--- src/rcfg_defs.svh ---
// register offsets, field positions, reset values and timing counts
// for the receiver configuration bank; included by rcfg_regs, rcfg_squelch and the bench.
`ifndef RCFG_DEFS_SVH
`define RCFG_DEFS_SVH

// register indices; byte address is four times the index
`define RCFG_IDX_FILT_CH      6'h0B
`define RCFG_IDX_DEMOD_GAIN   6'h0C
`define RCFG_IDX_SQ_TIME      6'h10
`define RCFG_IDX_STATUS       6'h11

`define RCFG_RST_FILT_CH      8'h00
`define RCFG_RST_DEMOD_GAIN   8'h2C
`define RCFG_RST_SQ_TIME      8'h00

// first receiver register fields
`define RCFG_RX_CHANNEL_CHOICE_BIT       7
`define RCFG_LP_HI            6
`define RCFG_LP_LO            4
`define RCFG_ZA_BIT           3
`define RCFG_ZB_BIT           2
`define RCFG_ZC_BIT           1
`define RCFG_ZD_BIT           0

// second receiver register fields
`define RCFG_DEMOD_BIT        7
`define RCFG_AMD_BIT          6
`define RCFG_SQ_DYN_BIT       5
`define RCFG_SQ_RATIO_BIT     4
`define RCFG_AGC_EN_BIT       3
`define RCFG_AGC_MODE_BIT     2
`define RCFG_AGC_ALG_BIT      1
`define RCFG_AGC_RATIO_BIT    0

// status register fields
`define RCFG_ST_SQ_BIT        0
`define RCFG_ST_AGC_BIT       1
`define RCFG_ST_FRAME_BIT     2
`define RCFG_ST_IQ_ERR_BIT    3

`define RCFG_AGC_PULSES       8
`define RCFG_CLK_MHZ          200
`define RCFG_SQ_DELAY_US_X100 1888
`define RCFG_SQ_DELAY_CYC     ((`RCFG_SQ_DELAY_US_X100 * `RCFG_CLK_MHZ + 99) / 100)

`endif

--- src/rcfg_pkg.sv ---
// types shared by the receiver configuration bank
// assumes nothing beyond a SystemVerilog compiler
package rcfg_pkg;
    // gray along idle -> wait -> active
    typedef enum logic [1:0] {
        RCFG_SQ_IDLE = 2'b00,
        RCFG_SQ_WAIT = 2'b01,
        RCFG_SQ_ACT  = 2'b11
    } rcfg_sq_state_t;
endpackage : rcfg_pkg

--- src/rcfg_regs.sv ---
// receiver configuration bank: two receiver registers, a squelch time
// register and a status register behind classic wishbone.
// assumes all strobes come from logic on clk_i; single clock domain.
//
// The implementer's own choice: the Wishbone interface to the registers.
`timescale 1ns/1ps
`include "rcfg_defs.svh"
module rcfg_regs
    import rcfg_pkg::*;
#(
    parameter int SQ_DELAY_CYC = `RCFG_SQ_DELAY_CYC,
    parameter int AGC_PULSES   = `RCFG_AGC_PULSES
) (
    input  wire logic        clk_i,
    input  wire logic        rst_i,
    input  wire logic        ce_i,
    input  wire logic        wb_cyc_i,
    input  wire logic        wb_stb_i,
    input  wire logic        wb_we_i,
    input  wire logic [7:0]  wb_adr_i,
    input  wire logic [3:0]  wb_sel_i,
    input  wire logic [31:0] wb_dat_i,
    output logic             wb_ack_o,
    output logic      [31:0] wb_dat_o,
    input  wire logic        rx_single_ch_i,
    input  wire logic        rx_manual_sel_i,
    input  wire logic        rx_auto_ch_i,
    input  wire logic        tx_end_i,
    input  wire logic        rx_active_i,
    input  wire logic        subcarrier_pulse_i,
    input  wire logic [7:0]  mrt_count_i,
    output logic             rx_channel_choice_o,
    output logic             amp_ch_on_o,
    output logic             phase_ch_on_o,
    output logic             framing_ch_o,
    output logic      [2:0]  lowpass_setting_o,
    output logic             zero_select_a_o,
    output logic             zero_select_b_o,
    output logic             zero_select_c_o,
    output logic             zero_select_d_o,
    output logic             demod_iq_o,
    output logic             amd_mixer_o,
    output logic             squelch_active_o,
    output logic             squelch_ratio_o,
    output logic             agc_active_o,
    output logic             agc_reset_alg_o,
    output logic             gain_control_ratio_o
);
    logic [7:0] filt_ch_q;
    logic [7:0] demod_gain_q;
    logic [7:0] sq_time_q;
    logic [7:0] status;
    logic [7:0] rd_data;
    logic       wr_stb;
    logic [5:0] idx;
    logic [7:0] wr_data;
    logic       sq_active;
    logic       sq_active_q;
    logic       amp_on_q;
    logic       phase_on_q;
    logic       framing_q;
    logic       agc_active_q;
    logic       rx_active_q;
    logic [3:0] pulse_cnt_q;
    logic       agc_window;

    function automatic logic [7:0] read_mux(input logic [5:0] i,
                                            input logic [7:0] r1,
                                            input logic [7:0] r2,
                                            input logic [7:0] r3,
                                            input logic [7:0] st);
        case (i)
            `RCFG_IDX_FILT_CH:    read_mux = r1;
            `RCFG_IDX_DEMOD_GAIN: read_mux = r2;
            `RCFG_IDX_SQ_TIME:    read_mux = r3;
            `RCFG_IDX_STATUS:     read_mux = st;
            default:              read_mux = 8'h00;
        endcase
    endfunction : read_mux

    rcfg_wb_slave u_wb (
        .clk_i     (clk_i),
        .rst_i     (rst_i),
        .ce_i      (ce_i),
        .wb_cyc_i  (wb_cyc_i),
        .wb_stb_i  (wb_stb_i),
        .wb_we_i   (wb_we_i),
        .wb_adr_i  (wb_adr_i),
        .wb_sel_i  (wb_sel_i),
        .wb_dat_i  (wb_dat_i),
        .rd_data_i (rd_data),
        .wb_ack_o  (wb_ack_o),
        .wb_dat_o  (wb_dat_o),
        .wr_stb_o  (wr_stb),
        .idx_o     (idx),
        .wr_data_o (wr_data)
    );

    // reads have no side effects; status is live state
    assign rd_data = read_mux(idx, filt_ch_q, demod_gain_q, sq_time_q, status);

    always_ff @(posedge clk_i) begin
        if (rst_i) begin
            filt_ch_q <= `RCFG_RST_FILT_CH;
        end else if (wr_stb && idx == `RCFG_IDX_FILT_CH) begin
            filt_ch_q <= wr_data;
        end
    end

    always_ff @(posedge clk_i) begin
        if (rst_i) begin
            demod_gain_q <= `RCFG_RST_DEMOD_GAIN;
        end else if (wr_stb && idx == `RCFG_IDX_DEMOD_GAIN) begin
            demod_gain_q <= wr_data;
        end
    end

    always_ff @(posedge clk_i) begin
        if (rst_i) begin
            sq_time_q <= `RCFG_RST_SQ_TIME;
        end else if (wr_stb && idx == `RCFG_IDX_SQ_TIME) begin
            sq_time_q <= wr_data;
        end
    end

    // analogue settings leave straight from the register bits
    assign rx_channel_choice_o  = filt_ch_q[`RCFG_RX_CHANNEL_CHOICE_BIT];
    assign lowpass_setting_o    = filt_ch_q[`RCFG_LP_HI:`RCFG_LP_LO];
    assign zero_select_a_o      = filt_ch_q[`RCFG_ZA_BIT];
    assign zero_select_b_o      = filt_ch_q[`RCFG_ZB_BIT];
    assign zero_select_c_o      = filt_ch_q[`RCFG_ZC_BIT];
    assign zero_select_d_o      = filt_ch_q[`RCFG_ZD_BIT];
    assign demod_iq_o           = demod_gain_q[`RCFG_DEMOD_BIT];
    // iq without the mixer is software's error; flagged, not overridden
    assign amd_mixer_o          = demod_gain_q[`RCFG_AMD_BIT];
    assign squelch_ratio_o      = demod_gain_q[`RCFG_SQ_RATIO_BIT];
    assign agc_reset_alg_o      = demod_gain_q[`RCFG_AGC_ALG_BIT];
    assign gain_control_ratio_o = demod_gain_q[`RCFG_AGC_RATIO_BIT];

    // channel routing
    always_ff @(posedge clk_i) begin
        if (rst_i) begin
            amp_on_q   <= 1'b0;
            phase_on_q <= 1'b0;
            framing_q  <= 1'b0;
        end else if (ce_i) begin
            if (rx_single_ch_i) begin
                amp_on_q   <= ~filt_ch_q[`RCFG_RX_CHANNEL_CHOICE_BIT];
                phase_on_q <= filt_ch_q[`RCFG_RX_CHANNEL_CHOICE_BIT];
                framing_q  <= filt_ch_q[`RCFG_RX_CHANNEL_CHOICE_BIT];
            end else begin
                amp_on_q   <= 1'b1;
                phase_on_q <= 1'b1;
                framing_q  <= rx_manual_sel_i ? filt_ch_q[`RCFG_RX_CHANNEL_CHOICE_BIT]
                                              : rx_auto_ch_i;
            end
        end
    end

    assign amp_ch_on_o   = amp_on_q;
    assign phase_ch_on_o = phase_on_q;
    assign framing_ch_o  = framing_q;

    rcfg_squelch #(
        .DELAY_CYC (SQ_DELAY_CYC)
    ) u_sq (
        .clk_i       (clk_i),
        .rst_i       (rst_i),
        .ce_i        (ce_i),
        .sq_dyn_i    (demod_gain_q[`RCFG_SQ_DYN_BIT]),
        .tx_end_i    (tx_end_i),
        .mrt_count_i (mrt_count_i),
        .sq_time_i   (sq_time_q),
        .sq_active_o (sq_active)
    );

    always_ff @(posedge clk_i) begin
        if (rst_i) begin
            sq_active_q <= 1'b0;
        end else if (ce_i) begin
            sq_active_q <= sq_active;
        end
    end

    assign squelch_active_o = sq_active_q;

    // subcarrier pulse count restarts at each reception; saturates
    always_ff @(posedge clk_i) begin
        if (rst_i) begin
            rx_active_q <= 1'b0;
            pulse_cnt_q <= 4'h0;
        end else if (ce_i) begin
            rx_active_q <= rx_active_i;
            if (!rx_active_i) begin
                pulse_cnt_q <= 4'h0;
            end else if (subcarrier_pulse_i && pulse_cnt_q != 4'(AGC_PULSES)) begin
                pulse_cnt_q <= pulse_cnt_q + 4'h1;
            end
        end
    end

    // the eighth pulse itself still sees the gain loop running
    assign agc_window = demod_gain_q[`RCFG_AGC_MODE_BIT]
                      || pulse_cnt_q < 4'(AGC_PULSES);

    always_ff @(posedge clk_i) begin
        if (rst_i) begin
            agc_active_q <= 1'b0;
        end else if (ce_i) begin
            agc_active_q <= demod_gain_q[`RCFG_AGC_EN_BIT] && rx_active_i && agc_window;
        end
    end

    assign agc_active_o = agc_active_q;

    always_comb begin
        status = 8'h00;
        status[`RCFG_ST_SQ_BIT]     = sq_active_q;
        status[`RCFG_ST_AGC_BIT]    = agc_active_q;
        status[`RCFG_ST_FRAME_BIT]  = framing_q;
        status[`RCFG_ST_IQ_ERR_BIT] = demod_gain_q[`RCFG_DEMOD_BIT]
                                    & ~demod_gain_q[`RCFG_AMD_BIT];
    end
endmodule : rcfg_regs

--- src/rcfg_squelch.sv ---
// dynamic squelch sequencer: delay after transmit, stop on mask timer
// assumes tx_end_i is a one-cycle pulse on the same clock
`timescale 1ns/1ps
`include "rcfg_defs.svh"
module rcfg_squelch
    import rcfg_pkg::*;
#(
    parameter int DELAY_CYC = `RCFG_SQ_DELAY_CYC
) (
    input  wire logic       clk_i,
    input  wire logic       rst_i,
    input  wire logic       ce_i,
    input  wire logic       sq_dyn_i,
    input  wire logic       tx_end_i,
    input  wire logic [7:0] mrt_count_i,
    input  wire logic [7:0] sq_time_i,
    output logic            sq_active_o
);
    rcfg_sq_state_t state_q;
    logic [12:0]    cnt_q;
    logic           done;

    assign done = (mrt_count_i >= sq_time_i);

    always_ff @(posedge clk_i) begin
        if (rst_i) begin
            state_q <= RCFG_SQ_IDLE;
            cnt_q   <= 13'h0000;
        end else if (ce_i) begin
            case (state_q)
                RCFG_SQ_IDLE: begin
                    cnt_q <= 13'h0000;
                    if (sq_dyn_i && tx_end_i) begin
                        state_q <= RCFG_SQ_WAIT;
                    end
                end
                RCFG_SQ_WAIT: begin
                    cnt_q <= cnt_q + 13'h0001;
                    if (!sq_dyn_i) begin
                        state_q <= RCFG_SQ_IDLE;
                    end else if (cnt_q == 13'(DELAY_CYC - 1)) begin
                        state_q <= RCFG_SQ_ACT;
                    end
                end
                RCFG_SQ_ACT: begin
                    if (!sq_dyn_i || done) begin
                        state_q <= RCFG_SQ_IDLE;
                    end
                end
                default: state_q <= RCFG_SQ_IDLE;
            endcase
        end
    end

    assign sq_active_o = (state_q == RCFG_SQ_ACT);
endmodule : rcfg_squelch

--- src/rcfg_wb_slave.sv ---
// classic wishbone slave front end for the configuration bank
// assumes a single-cycle master that holds its request until ack
`timescale 1ns/1ps
module rcfg_wb_slave
    import rcfg_pkg::*;
(
    input  wire logic        clk_i,
    input  wire logic        rst_i,
    input  wire logic        ce_i,
    input  wire logic        wb_cyc_i,
    input  wire logic        wb_stb_i,
    input  wire logic        wb_we_i,
    input  wire logic [7:0]  wb_adr_i,
    input  wire logic [3:0]  wb_sel_i,
    input  wire logic [31:0] wb_dat_i,
    input  wire logic [7:0]  rd_data_i,
    output logic             wb_ack_o,
    output logic      [31:0] wb_dat_o,
    output logic             wr_stb_o,
    output logic      [5:0]  idx_o,
    output logic      [7:0]  wr_data_o
);
    logic        ack_q;
    logic [31:0] dat_q;
    logic        req;

    assign req       = wb_cyc_i & wb_stb_i;
    assign idx_o     = wb_adr_i[7:2];
    assign wr_data_o = wb_dat_i[7:0];
    // the write lands on the edge where the master sees ack
    assign wr_stb_o  = ce_i & req & wb_we_i & ack_q & wb_sel_i[0];

    // one idle cycle, then ack for exactly one cycle
    always_ff @(posedge clk_i) begin
        if (rst_i) begin
            ack_q <= 1'b0;
        end else if (ce_i) begin
            ack_q <= req & ~ack_q;
        end
    end

    // unmapped indices read zero; upper lanes always zero
    always_ff @(posedge clk_i) begin
        if (rst_i) begin
            dat_q <= 32'h0000_0000;
        end else if (ce_i && req && !ack_q) begin
            dat_q <= wb_we_i ? 32'h0000_0000 : {24'h00_0000, rd_data_i};
        end
    end

    assign wb_ack_o = ack_q;
    assign wb_dat_o = dat_q;
endmodule : rcfg_wb_slave

--- config.mk ---
export PLATFORM = sky130hd
export DESIGN_NAME = rcfg_regs
export DESIGN_NICKNAME = d
export VERILOG_FILES = /design/src/rcfg_pkg.sv /design/src/rcfg_regs.sv /design/src/rcfg_squelch.sv /design/src/rcfg_wb_slave.sv
export VERILOG_INCLUDE_DIRS = /design/src
export SDC_FILE = /design/constraint.sdc
export NUM_CORES = 1
export LEC_CHECK = 0
export BUFFER_PORTS_ARGS = -buffer_cell sky130_fd_sc_hd__buf_2
export CORE_MARGIN = 3
export CORE_UTILIZATION = 49
export CTS_CLUSTER_SIZE = 12
export DETAILED_ROUTE_END_ITERATION = 12
export HOLD_SLACK_MARGIN = 0.05
export PLACE_DENSITY = 0.87
export SYNTH_ARGS = -nofsm -noshare
export SYNTH_HDL_FRONTEND = slang
export SYNTH_SLANG_ARGS = --single-unit
export TNS_END_PERCENT = 50
--- constraint.sdc ---
create_clock -name clk_i -period 2.3 [get_ports clk_i]
set_clock_uncertainty 0.1 [all_clocks]
set_input_delay 0.46 -clock clk_i [delete_from_list [all_inputs] [get_ports clk_i]]
set_output_delay 0.46 -clock clk_i [all_outputs]
set_load 0.02 [all_outputs]
==> flow_summary.ini <==
[timing]
final-setup-viol-count = 0
hold_viol = 0
tns_ns = 0
fin_hold_ws_ns = 0.266
fmax_mhz = 495
slew_violations = 0
worstMarginPinSlew_ns = 0.599
relSlewSlack = 0.599
fin_crit_sh = 0.878
grt_setup_unrepaired = false
finalCriticalPeriod_ns = 2.02

[critical_path]
path_buf_inv = 1
r2r_slack_ns = 0.28
max_stage_delay_ns = 0.45
crit_family = compound AO/OA/AOI/OAI gates
start_kind = flop
end_kind = flop
critPathSlowestCell = o41ai_1
arrival_ns = 2.12
cp_cell_sequence = inv_1 -> ha_1 -> o211ai_1 -> a21oi_1 -> o41ai_1 -> a211oi_1 -> mux2i_1
cp_max_fo = 3
crit_required_ns = 2.40
worstSetupPathType = reg -> reg
worstRegToRegCells = 7
r2r-end = u_sq.state_q[1]$_SDFFE_PP0P_
rr_startpoint = sq_time_q[1]$_SDFFE_PP0P_

[power]
swShare = 0.242
seqPwrFrac = 0.450
p_int_mw = 1.70
clkPwrFrac = 0.463
combPwrFrac = 0.087
powerDensity_nw_per_um2 = 646
p_sw_mw = 0.544
total_power_mw = 2.25
p_leak_nw = 1.47
peakVddDrop_mv = 0.456

[yosys]
synth_top_cell_by_area = dfxtp_1
synth_edf_count = 0
ys_warn_count = 0
synth_area_per_cell_um2 = 8.86
synth_area_leaders = dfxtp_1 39%, mux2i_1 8.6%, buf_4 6.5%, nor2_1 5.6%, ha_1 4.7%
synthDistinctLibCells = 48
seq_area_frac_synth = 0.393
async_reset_ff_frac = 0
ys_dominant_reg_cell = dfxtp_1
synth_area_um2 = 2910
synth_top_area_share = 0.393
ys_seq_elements = 57
yosysMostFrequentCell = dfxtp_1
syn_inst = 328
synthTopCellsByCount = 57 x dfxtp_1, 43 x nor2_1, 27 x nand2_1

[detailed_routing]
dr.pass1.iters = 8
drt-total-wl_um = 7120
wire_per_inst_um = 14.9
vias = 2596
drtAntennaViolNets = 0
drc = 0
drt_iter0_markers = 150
viasPerCell = 5.42

[run]
maxCapViolations = 0

[cts]
numCtsBuffers = 9
cts_setup_buffers = 0
cts_resized = 0
cts_root_buf = clkbuf_8
cts-htree-levels = 3
clk_path_buf_depth = 2
clock_latency_ns = 0.34
cts.sinks = 57
cts_tree = done
postCtsHoldBufs = 0
path_clk_slew_ns = 0.07

[floorplan]
rows = 27
dieArea_um2 = 6890
die_height_um = 83.0
ios = 115
start_util = 0.518
core_um2 = 5610
die_w_um = 83.0

[outcome]
status = finished clean

[final_layout]
layoutNonFillerInstCount = 479
multiInputGateArea_um2 = 1530
finalNetCount = 477
layout.area.seq_um2 = 1140
final_util = 0.620
drive_gt1_frac = 0.233
fillers = 473
area_delta_synth_final_pct = 19.7
n_antenna_cell = 0

[grt]
grt_max_degree = 30
grt_pass1_vias = 2374
antenna_found_initial = 0
grt_pass1_wl_um = 11600
grt-ovfl-total = 0
grt_use_total = 0.207

[worst_hold_path]
min_path_type = in -> reg
hold_depth = 2
hold_path_startpoint = rx_single_ch_i
worstHoldEndpoint = amp_ch_on_o$_SDFFE_PP0P_

[placed_design]
dp_hpwl_um = 5350
place_inst = 463
globalplace.congestion = 0.882
port_buffers = 61
## layout make-up
cell class / count / share of cell area
clock inverters: 5 / 0.0227
inverters: 23 / 0.0248
well taps: 72 / 0.0259
flip-flops and latches: 57 / 0.328
multi-input cells: 236 / 0.440
repair buffers: 75 / 0.118
clock buffers: 11 / 0.0406
## cells by family after synthesis
logic type                 share of synthesized area
other                                        0.00129
and+or+nand+nor                                0.204
muxes                                         0.0861
xor gates and xnor gates                      0.0301
adders and majority gates                     0.0474
DFF                                            0.393
buffers and inverters                          0.110
AOI/OAI and AO/OA                              0.129
## stage by stage
step / area (µm²) / setup WS [ns]
floorplan: 2990 / 0.309
global placement: 3260 / 0.229
detailed placement: 3260 / 0.181
CTS: 3480 / 0.301
global route: 3480 / 0.150
finish: 3480 / 0.281
## sequential cells by signal, indices dropped and copies added, names as in the netlist
signal,cells
agc_active_o,1
amp_ch_on_o,1
demod_gain_q,8
filt_ch_q,8
framing_ch_o,1
phase_ch_on_o,1
pulse_cnt_q,4
sq_time_q,8
squelch_active_o,1
u_sq.cnt_q,13
u_sq.state_q,2
u_wb.wb_ack_o,1
u_wb.wb_dat_o,8
## per-layer routing
layer	vias to the layer above	share of wire	wire, µm	global-route usage
met3	17	0.073	520	0.0615
met2	113	0.47	3350	0.334
met5	-	0	0	0
met4	0	0.023	161	0.0743
li1	1241	-	-	-
met1	1225	0.43	3090	0.262
## how the worst max path moves through the flow
stage,startpoint,endpoint,slack (ns),depth (start not counted)
floorplan,wb_adr_i[5],sq_time_q[0]$_SDFFE_PP0P_,0.31,6
detailed placement,mrt_count_i[1],u_sq.state_q[1]$_SDFFE_PP0P_,0.18,7
global placement,mrt_count_i[1],u_sq.state_q[1]$_SDFFE_PP0P_,0.23,7
global route,sq_time_q[1]$_SDFFE_PP0P_,u_sq.state_q[1]$_SDFFE_PP0P_,0.15,7
CTS,sq_time_q[1]$_SDFFE_PP0P_,u_sq.state_q[1]$_SDFFE_PP0P_,0.30,7
finish,sq_time_q[1]$_SDFFE_PP0P_,u_sq.state_q[1]$_SDFFE_PP0P_,0.28,7
## cells in the final DEF (no fill, tap or decap), types with 3 or more instances in the layout
master    count
a21oi_1      11
a222oi_1      8
a22o_1        9
a311oi_1      3
buf_2        61
buf_4        14
clkbuf_8     10
conb_1       24
dfxtp_1      57
ha_1         11
inv_1        22
mux2i_1      25
nand2_1      27
nand2b_1      5
nand3_1       8
nand3b_1      4
nand4_1       3
nor2_1       43
nor2b_1       6
nor3_1        4
o21ai_0       4
or3_1         4
xnor2_1       7
xor2_1        3
## power by group through the flow
stage	Sequential (mW)	Clock [mW]	Combinational, mW
3_3_place_gp	1.03	0	0.188
4_1_cts	1.01	1.05	0.194
3_5_place_dp	1.03	0	0.193
6_report	1.01	1.04	0.196
2_1_floorplan	1.03	0	0.145
5_1_grt	1.01	1.10	0.214
Power figures use the tool's default switching activity.
